<file path="config.mk">
export PLATFORM = sky130hd
export DESIGN_NAME = pcs1_top
export DESIGN_NICKNAME = d
export VERILOG_FILES = /design/src/pcs1_pkg.sv /design/src/pcs1_top.sv /design/src/pcs1_event_qual.sv /design/src/pcs1_counter.sv
export VERILOG_INCLUDE_DIRS = /design/src
export SDC_FILE = /design/constraint.sdc
export NUM_CORES = 1
export LEC_CHECK = 0
export ABC_AREA = 1
export BUFFER_PORTS_ARGS = -buffer_cell sky130_fd_sc_hd__buf_2
export CORE_ASPECT_RATIO = 2
export CORE_MARGIN = 2
export CORE_UTILIZATION = 50
export CTS_BUF_LIST = sky130_fd_sc_hd__clkbuf_4 sky130_fd_sc_hd__clkbuf_8
export CTS_CLUSTER_DIAMETER = 40
export DETAILED_ROUTE_END_ITERATION = 12
export PLACE_DENSITY = 0.79
export SLEW_MARGIN = 40
export SYNTH_ARGS = -nofsm -noshare
export SYNTH_HDL_FRONTEND = slang
export SYNTH_SLANG_ARGS = --single-unit
</file>
<file path="constraint.sdc">
create_clock -name clk_i -period 2.3 [get_ports clk_i]
set_input_delay 0.115 -clock clk_i [delete_from_list [all_inputs] [get_ports clk_i]]
set_output_delay 0.115 -clock clk_i [all_outputs]
set_load 0.005 [all_outputs]
</file>
<file path="src/pcs1_consts.svh">
// Offsets, field positions, reset values and codes of the counter-1 select
// Included by the package and by every design file that needs them
`ifndef PCS1_CONSTS_SVH
`define PCS1_CONSTS_SVH

// APB byte offsets
`define PCS1_ADDR_W        12
`define PCS1_OFF_CTRL      12'h000
`define PCS1_OFF_COUNT     12'h004
`define PCS1_OFF_STATUS    12'h008

// Control register field positions
`define PCS1_PRIO3_BIT     16
`define PCS1_PRIO2_BIT     17
`define PCS1_PRIO1_BIT     18
`define PCS1_PRIO0_BIT     19
`define PCS1_DIR_BIT       23
`define PCS1_TYPE_LSB      29
`define PCS1_TYPE_MSB      31
`define PCS1_CTRL_WMASK    32'he08f_0000
`define PCS1_CTRL_RESET    32'h0000_0000

// Status register field positions
`define PCS1_STS_EN_BIT    0
`define PCS1_STS_WRAP_BIT  1

// Event type codes
`define PCS1_EVT_UREQ      3'h0
`define PCS1_EVT_UALL      3'h1
`define PCS1_EVT_RETRY     3'h2
`define PCS1_EVT_CSYM      3'h3
`define PCS1_EVT_UWORD     3'h4
`define PCS1_EVT_MPKT      3'h5
`define PCS1_EVT_MSYM      3'h6
`define PCS1_EVT_MWORD     3'h7

// Widest word count per packet event
`define PCS1_WORD_W        7

`endif

</file>
<file path="src/pcs1_pkg.sv">
// Types shared by the counter-1 select block
// Assumes pcs1_consts.svh is on the include path
`include "pcs1_consts.svh"

package pcs1_pkg;

    typedef enum logic [2:0] {
        evt_ureq  = `PCS1_EVT_UREQ,
        evt_uall  = `PCS1_EVT_UALL,
        evt_retry = `PCS1_EVT_RETRY,
        evt_csym  = `PCS1_EVT_CSYM,
        evt_uword = `PCS1_EVT_UWORD,
        evt_mpkt  = `PCS1_EVT_MPKT,
        evt_msym  = `PCS1_EVT_MSYM,
        evt_mword = `PCS1_EVT_MWORD
    } pcs1_evtype_type;

endpackage

</file>
<file path="src/pcs1_top.sv">
// Performance counter 1 select control with APB register access
// Assumes event inputs are synchronous to clk_i, index 0 receive, 1 transmit
//
// Contract
// - Priority-0 select bit 19 makes counter 1 count priority-0 packets.
// - All four priority selects zero disables counter 1 entirely.
// - Bits 16, 17, 18 select priorities 3, 2, 1; read/write, reset zero.
// - Bit 23 chooses receive (0) or transmit (1) traffic; resets to 0.
// - Type 000 counts unicast requests only, no responses or maintenance.
// - Type 001 counts every unicast packet including maintenance packets.
// - Type 010 counts retry control symbols only.
// - Type 011 counts all control symbols except retry symbols.
// - Type 100 adds one per 32-bit word of accepted unicast packets.
// - Type 101 counts multicast packets only.
// - Type 110 counts multicast control symbols.
// - Type 111 adds one per 32-bit word of multicast packets.
// - Packet-based types count retried packets each time they appear.
`timescale 1ns/1ps
`include "pcs1_consts.svh"

module pcs1_top (
    input  wire logic                          clk_i,
    input  wire logic                          rstn_i,
    input  wire logic                          psel_i,
    input  wire logic                          penable_i,
    input  wire logic                          pwrite_i,
    input  wire logic [`PCS1_ADDR_W-1:0]       paddr_i,
    input  wire logic [31:0]                   pwdata_i,
    input  wire logic [3:0]                    pstrb_i,
    output logic      [31:0]                   prdata_o,
    output logic                               pready_o,
    output logic                               pslverr_o,
    input  wire logic [1:0]                    pkt_valid_i,
    input  wire logic [1:0][1:0]               pkt_prio_i,
    input  wire logic [1:0]                    pkt_unicast_i,
    input  wire logic [1:0]                    pkt_multicast_i,
    input  wire logic [1:0]                    pkt_request_i,
    input  wire logic [1:0][`PCS1_WORD_W-1:0]  pkt_words_i,
    input  wire logic [1:0]                    sym_valid_i,
    input  wire logic [1:0]                    sym_retry_i,
    input  wire logic [1:0]                    sym_multicast_i,
    output logic      [31:0]                   ctr1_count_o,
    output logic                               ctr1_enabled_o
);

    logic [31:0]             ctrl_ff;
    logic [31:0]             prdata_ff;
    logic                    pready_ff;
    logic                    pslverr_ff;
    logic                    wrap_seen_ff;
    logic                    enabled_ff;
    logic [31:0]             rd_val;
    logic [31:0]             wmask;
    logic                    addr_ok;
    logic                    access;
    logic                    done;
    logic                    wr_ctrl;
    logic                    wr_count;
    logic                    wr_status;
    logic [3:0]              ctr1_priority_selects;
    logic                    ctr1_direction_select;
    logic [2:0]              ctr1_event_type_select;
    logic [`PCS1_WORD_W-1:0] inc;
    logic [31:0]             count;
    logic                    wrap;

    // Control fields
    assign ctr1_priority_selects = {ctrl_ff[`PCS1_PRIO3_BIT],
                                    ctrl_ff[`PCS1_PRIO2_BIT],
                                    ctrl_ff[`PCS1_PRIO1_BIT],
                                    ctrl_ff[`PCS1_PRIO0_BIT]};
    assign ctr1_direction_select  = ctrl_ff[`PCS1_DIR_BIT];
    assign ctr1_event_type_select =
        ctrl_ff[`PCS1_TYPE_MSB:`PCS1_TYPE_LSB];

    // APB decode
    assign access = psel_i && penable_i;
    assign done   = access && pready_ff;
    assign wmask  = {{8{pstrb_i[3]}}, {8{pstrb_i[2]}},
                     {8{pstrb_i[1]}}, {8{pstrb_i[0]}}};

    always_comb begin
        addr_ok = 1'b1;
        rd_val  = 32'h0000_0000;
        case (paddr_i)
            `PCS1_OFF_CTRL:   rd_val = ctrl_ff & `PCS1_CTRL_WMASK;
            `PCS1_OFF_COUNT:  rd_val = count;
            `PCS1_OFF_STATUS: begin
                rd_val[`PCS1_STS_EN_BIT]   = enabled_ff;
                rd_val[`PCS1_STS_WRAP_BIT] = wrap_seen_ff;
            end
            default:          addr_ok = 1'b0;
        endcase
    end

    assign wr_ctrl   = done && pwrite_i && (paddr_i == `PCS1_OFF_CTRL);
    assign wr_count  = done && pwrite_i && (paddr_i == `PCS1_OFF_COUNT);
    assign wr_status = done && pwrite_i && (paddr_i == `PCS1_OFF_STATUS);

    // One wait state: ready rises in the second access cycle
    always_ff @(posedge clk_i or negedge rstn_i) begin
        if (!rstn_i) begin
            pready_ff  <= 1'b0;
            pslverr_ff <= 1'b0;
        end else begin
            pready_ff  <= access && !pready_ff;
            pslverr_ff <= access && !pready_ff && !addr_ok;
        end
    end

    always_ff @(posedge clk_i or negedge rstn_i) begin
        if (!rstn_i) begin
            prdata_ff <= 32'h0000_0000;
        end else if (access && !pready_ff && !pwrite_i) begin
            prdata_ff <= rd_val;
        end else if (done) begin
            prdata_ff <= 32'h0000_0000;
        end
    end

    // Only the documented fields store; reserved bits stay zero
    always_ff @(posedge clk_i or negedge rstn_i) begin
        if (!rstn_i) begin
            ctrl_ff <= `PCS1_CTRL_RESET;
        end else if (wr_ctrl) begin
            ctrl_ff <= (ctrl_ff & ~(wmask & `PCS1_CTRL_WMASK))
                     | (pwdata_i & wmask & `PCS1_CTRL_WMASK);
        end
    end

    always_ff @(posedge clk_i or negedge rstn_i) begin
        if (!rstn_i) begin
            enabled_ff <= 1'b0;
        end else begin
            enabled_ff <= |ctr1_priority_selects;
        end
    end

    // Sticky wrap flag; a new wrap beats a write-one clear
    always_ff @(posedge clk_i or negedge rstn_i) begin
        if (!rstn_i) begin
            wrap_seen_ff <= 1'b0;
        end else if (wrap) begin
            wrap_seen_ff <= 1'b1;
        end else if (wr_status && pstrb_i[0]
                     && pwdata_i[`PCS1_STS_WRAP_BIT]) begin
            wrap_seen_ff <= 1'b0;
        end
    end

    pcs1_event_qual u_qual (
        .clk_i           (clk_i),
        .rstn_i          (rstn_i),
        .prio_sel_i      (ctr1_priority_selects),
        .dir_i           (ctr1_direction_select),
        .type_i          (pcs1_pkg::pcs1_evtype_type'(
                              ctr1_event_type_select)),
        .pkt_valid_i     (pkt_valid_i),
        .pkt_prio_i      (pkt_prio_i),
        .pkt_unicast_i   (pkt_unicast_i),
        .pkt_multicast_i (pkt_multicast_i),
        .pkt_request_i   (pkt_request_i),
        .pkt_words_i     (pkt_words_i),
        .sym_valid_i     (sym_valid_i),
        .sym_retry_i     (sym_retry_i),
        .sym_multicast_i (sym_multicast_i),
        .inc_o           (inc)
    );

    pcs1_counter u_counter (
        .clk_i   (clk_i),
        .rstn_i  (rstn_i),
        .clr_i   (wr_count),
        .inc_i   (inc),
        .count_o (count),
        .wrap_o  (wrap)
    );

    assign prdata_o       = prdata_ff;
    assign pready_o       = pready_ff;
    assign pslverr_o      = pslverr_ff;
    assign ctr1_count_o   = count;
    assign ctr1_enabled_o = enabled_ff;

    // Helper terms for the checks below
    logic                    dir;
    logic [2:0]              typ;
    logic                    en;
    logic                    pkt_hit;
    logic                    sym_hit;
    logic [`PCS1_WORD_W-1:0] words_sel;

    assign dir       = ctr1_direction_select;
    assign typ       = ctr1_event_type_select;
    assign en        = |ctr1_priority_selects;
    assign pkt_hit   = en && pkt_valid_i[dir]
                       && ctr1_priority_selects[pkt_prio_i[dir]];
    assign sym_hit   = en && sym_valid_i[dir];
    assign words_sel = pkt_words_i[dir];
endmodule

</file>
<file path="src/pcs1_event_qual.sv">
// Picks one direction, filters by priority and type, registers the increment
// Assumes event inputs come from logic on clk_i
`timescale 1ns/1ps
`include "pcs1_consts.svh"

module pcs1_event_qual (
    input  wire logic                          clk_i,
    input  wire logic                          rstn_i,
    input  wire logic [3:0]                    prio_sel_i,
    input  wire logic                          dir_i,
    input  wire pcs1_pkg::pcs1_evtype_type     type_i,
    input  wire logic [1:0]                    pkt_valid_i,
    input  wire logic [1:0][1:0]               pkt_prio_i,
    input  wire logic [1:0]                    pkt_unicast_i,
    input  wire logic [1:0]                    pkt_multicast_i,
    input  wire logic [1:0]                    pkt_request_i,
    input  wire logic [1:0][`PCS1_WORD_W-1:0]  pkt_words_i,
    input  wire logic [1:0]                    sym_valid_i,
    input  wire logic [1:0]                    sym_retry_i,
    input  wire logic [1:0]                    sym_multicast_i,
    output logic      [`PCS1_WORD_W-1:0]       inc_o
);

    logic [`PCS1_WORD_W-1:0] inc_ff;
    logic [`PCS1_WORD_W-1:0] nxt_inc;
    logic                    pkt;
    logic                    sym;

    always_comb begin
        pkt = pkt_valid_i[dir_i] && prio_sel_i[pkt_prio_i[dir_i]];
        sym = sym_valid_i[dir_i];
        nxt_inc = 7'h00;
        if (|prio_sel_i) begin
            // No retry filter on packet types: each sighting counts
            unique case (type_i)
                pcs1_pkg::evt_ureq:
                    nxt_inc = {6'h00, pkt && pkt_unicast_i[dir_i]
                               && pkt_request_i[dir_i]};
                pcs1_pkg::evt_uall:
                    nxt_inc = {6'h00, pkt && pkt_unicast_i[dir_i]};
                pcs1_pkg::evt_retry:
                    nxt_inc = {6'h00, sym && sym_retry_i[dir_i]};
                pcs1_pkg::evt_csym:
                    nxt_inc = {6'h00, sym && !sym_retry_i[dir_i]};
                pcs1_pkg::evt_uword:
                    nxt_inc = (pkt && pkt_unicast_i[dir_i]) ?
                              pkt_words_i[dir_i] : 7'h00;
                pcs1_pkg::evt_mpkt:
                    nxt_inc = {6'h00, pkt && pkt_multicast_i[dir_i]};
                pcs1_pkg::evt_msym:
                    nxt_inc = {6'h00, sym && sym_multicast_i[dir_i]};
                pcs1_pkg::evt_mword:
                    nxt_inc = (pkt && pkt_multicast_i[dir_i]) ?
                              pkt_words_i[dir_i] : 7'h00;
            endcase
        end
    end

    always_ff @(posedge clk_i or negedge rstn_i) begin
        if (!rstn_i) begin
            inc_ff <= 7'h00;
        end else begin
            inc_ff <= nxt_inc;
        end
    end

    assign inc_o = inc_ff;

endmodule

</file>
<file path="src/pcs1_counter.sv">
// 32-bit event accumulator with software clear and wrap pulse
// Assumes increment and clear come from logic on clk_i
`timescale 1ns/1ps
`include "pcs1_consts.svh"

module pcs1_counter (
    input  wire logic                    clk_i,
    input  wire logic                    rstn_i,
    input  wire logic                    clr_i,
    input  wire logic [`PCS1_WORD_W-1:0] inc_i,
    output logic      [31:0]             count_o,
    output logic                         wrap_o
);

    logic [31:0] count_ff;
    logic        wrap_ff;
    logic [32:0] nxt_sum;

    assign nxt_sum = {1'b0, count_ff} + {26'h0000000, inc_i};

    // An event landing with the clear is kept, not lost
    always_ff @(posedge clk_i or negedge rstn_i) begin
        if (!rstn_i) begin
            count_ff <= 32'h0000_0000;
            wrap_ff  <= 1'b0;
        end else if (clr_i) begin
            count_ff <= {25'h0000000, inc_i};
            wrap_ff  <= 1'b0;
        end else begin
            count_ff <= nxt_sum[31:0];
            wrap_ff  <= nxt_sum[32];
        end
    end

    assign count_o = count_ff;
    assign wrap_o  = wrap_ff;

endmodule

</file>
==> flow_summary.ini <==
[placement]
dp.cells = 787
hpwl_mm = 10.0
io_buffers = 127
gp_congestion = 0.913

[final_layout]
syn2layout_area_growth_pct = 27.4
seq_area_um2 = 2100
nNetsFinal = 810
diodes = 0
layout-drive-gt1-share_pct = 24.5
n_fill_cell = 760
stdcell_count = 824
multi_input_area_um2 = 2090

[synthesis]
ys_seq_elements = 84
ys_top_cells_by_area = dfrtp_1 47%, nand2_1 13%, inv_1 4.9%
yosysTopAreaCellShare_pct = 46.7
synth-edff-count = 0
yosys.cell_count.top_type = nand2_1
synth_nets = 656
yosys.cell_types.count = 36
synth-async-reset-ratio_pct = 100
yosys.area.top_type = dfrtp_1
synth_flop_cell = dfrtp_1
syn_avg_cell_area_um2 = 8.00
ys_warn_count = 0
synth_common_cells = 152 x nand2_1, 84 x dfrtp_1, 59 x inv_1, 48 x nor2_1, 40 x o21ai_0
yosysSeqAreaShare_pct = 46.7
netlist_area_um2 = 4500
syn_inst = 563

[critical_path]
r2r_end = u_counter.count_o[20]
required_ns = 2.57
cp-end-kind = flip-flop
r2r_start = u_counter.count_o[0]
path_class = reg2reg
endpoint = u_counter.count_o[20]
regToRegSetupSlack_ns = 0.18
startpoint = u_counter.count_o[0]
cp-start-kind = flip-flop
arrival_ns = 2.39
crit_fanout = 5
reg2regPathDepth = 12

[hold_path]
hold_class = in2reg

[global_route]
grtUsageMet1_pct = 30.1
gr-total-overflow = 0
grt_pass1_vias = 4405
grt_util_met2_pct = 52.2
met3_usage_pct = 4.96
grt_first_pass_wirelength_mm = 21.6
grt_max_degree = 44
grt_use_total_pct = 28.3
busiest_layer = met2
antenna_found_initial = 0

[floorplanning]
chipHeight_um = 138
die_x_um = 71.1
start_util_pct = 50.6
core_um2 = 8890
die_area_um2 = 9820
ios = 152
placementRows = 49

[pwr]
leakagePower_nw = 3.00
power_mw = 3.87
ir_drop_mv = 0.388
powerDensity_nw_per_um2 = 675

[clocking]
cts_tree = done
path_clk_slew_ns = 0.09
h-tree-depth = 3
cts_made_buffers = 9
clock_path_buffers = 2
clock_latency_ns = 0.37
postCtsSetupBuffers = 0
clockRootBuffer = clkbuf_8
cts_sinks = 84

[detailed_routing]
viasPerCell = 5.44
wirelength_mm = 13.3
wl_per_cell_um = 16.2
dr.pass1.iters = 5
dr_total_vias = 4485
initialDrtViolationCount = 220
drtAntennaViolNets = 0
drc = 0

[outcome]
status = finished clean

[sta]
rsz0062_at_grt = no
hold_violations = 0
finalCritPeriodShare_pct = 92.3
tns_ns = 0
max_slew.worst_pin.slew_ns = 0.552
final.min_clock_period_ns = 2.12
clock_skew_ns = 0.0158
slew-limit-headroom_pct = 63.2
drv_slew = 0
finalSetupViolations = 0
max_freq_ghz = 0.471
holdWs_ns = 0.0192

[run]
drv_cap = 0
==> critical path: stages, from the launching register on <==
cell and delay [ns]:
dfrtp_1 0.42, ha_1 0.24, fa_1 0.43, nand3_1 0.11, nand2_1 0.10, nand2_1 0.12, nand2_2 0.11, nand3_2 0.16
nor2_2 0.06, nand2_1 0.12, nand2_1 0.06, nand2_1 0.06, nor2_1 0.04
==> state kept, by name (all words and copies together), names as in the netlist, named ones only <==
name / flops
pready_o: 1
u_qual.inc_o: 7
prdata_o: 32
ctr1_enabled_o: 1
u_counter.wrap_o: 1
u_counter.count_o: 32
wrap_seen_ff: 1
pslverr_o: 1
==> routing by layer <==
metal	wire [µm]	share of wire, %	vias to the layer above
met2	7440	56	160
met4	548	4.1	0
met3	561	4.2	37
met5	0	0	-
li1	-	-	2162
met1	4750	36	2126
==> layout by cell type, fill, tap and decap left out, types with 3 or more instances in the layout <==
cell type	n
nand2_1	152
nor2_4	3
o31ai_1	11
a22o_1	10
a21oi_1	24
nand3_1	34
buf_2	126
inv_1	59
bufinv_16	3
dfrtp_1	84
clkbuf_8	9
nor3_1	17
buf_4	10
nor3_2	3
nand2_2	4
dlygate4sd3_1	21
nor2_1	48
nand4_1	10
ha_1	7
o22ai_1	5
xor2_1	10
nor4_1	4
o21ai_2	3
o21ai_0	39
==> cell families (layout without fill, tap and decap cells) <==
kind of cell	after synthesis	count (layout)	synth area share [%]
fa+ha+maj	8	8	2.39
xor+xnor	12	12	2.33
simple gates	285	285	28.7
flops	84	84	46.7
compound gates	98	98	12.9
buf+inv	76	235	6.92
==> power by group <==
group / total [mW] / switching, mW / internal, mW
Sequential: 1.75 / 0.149 / 1.60
Combinational: 0.836 / 0.495 / 0.340
Clock: 1.29 / 0.559 / 0.728
==> per-stage QoR <==
| stage | cell area [µm²] | setup slack (ns) | utilization (%) |
|---|---|---|---|
| after floorplan | 4500 | 0.439 | - |
| after global placement | 5280 | 0.236 | 59.4 |
| after detailed placement | 5280 | 0.183 | 59.4 |
| after CTS | 5740 | 0.161 | 64.5 |
| after global routing | 5740 | 0.0256 | 64.5 |
| final | 5740 | 0.177 | 64.5 |
==> worst min path at each step <==
| stage | end | depth (start not counted) | start |
|---|---|---|---|
| finish | u_qual.inc_o[1] | 3 | pkt_words_i[1] |
| global route | u_qual.inc_o[1] | 3 | pkt_words_i[1] |
| CTS | u_qual.inc_o[1] | 3 | pkt_words_i[1] |
| detailed placement | prdata_o[3] | 1 | rstn_i |
| global placement | prdata_o[3] | 1 | rstn_i |
| floorplan | asynchronous set/reset pin | 0 | rstn_i |
==> timing repair <==
action,CTS,global route
hold endpoints to repair,55,0
hold buffers,21,0
resized for setup,0,1
setup endpoints to repair,0,2
==> cell type report <==
cell class,count,area share (%)
multi-input cells,403,36.5
repair buffers,158,16.3
clock inverters,7,2.14
flip-flops and latches,84,36.6
inverters,61,3.99
clock buffers,9,2.16
well taps,102,2.23
Note: power is estimated with default switching activity, not from simulation.
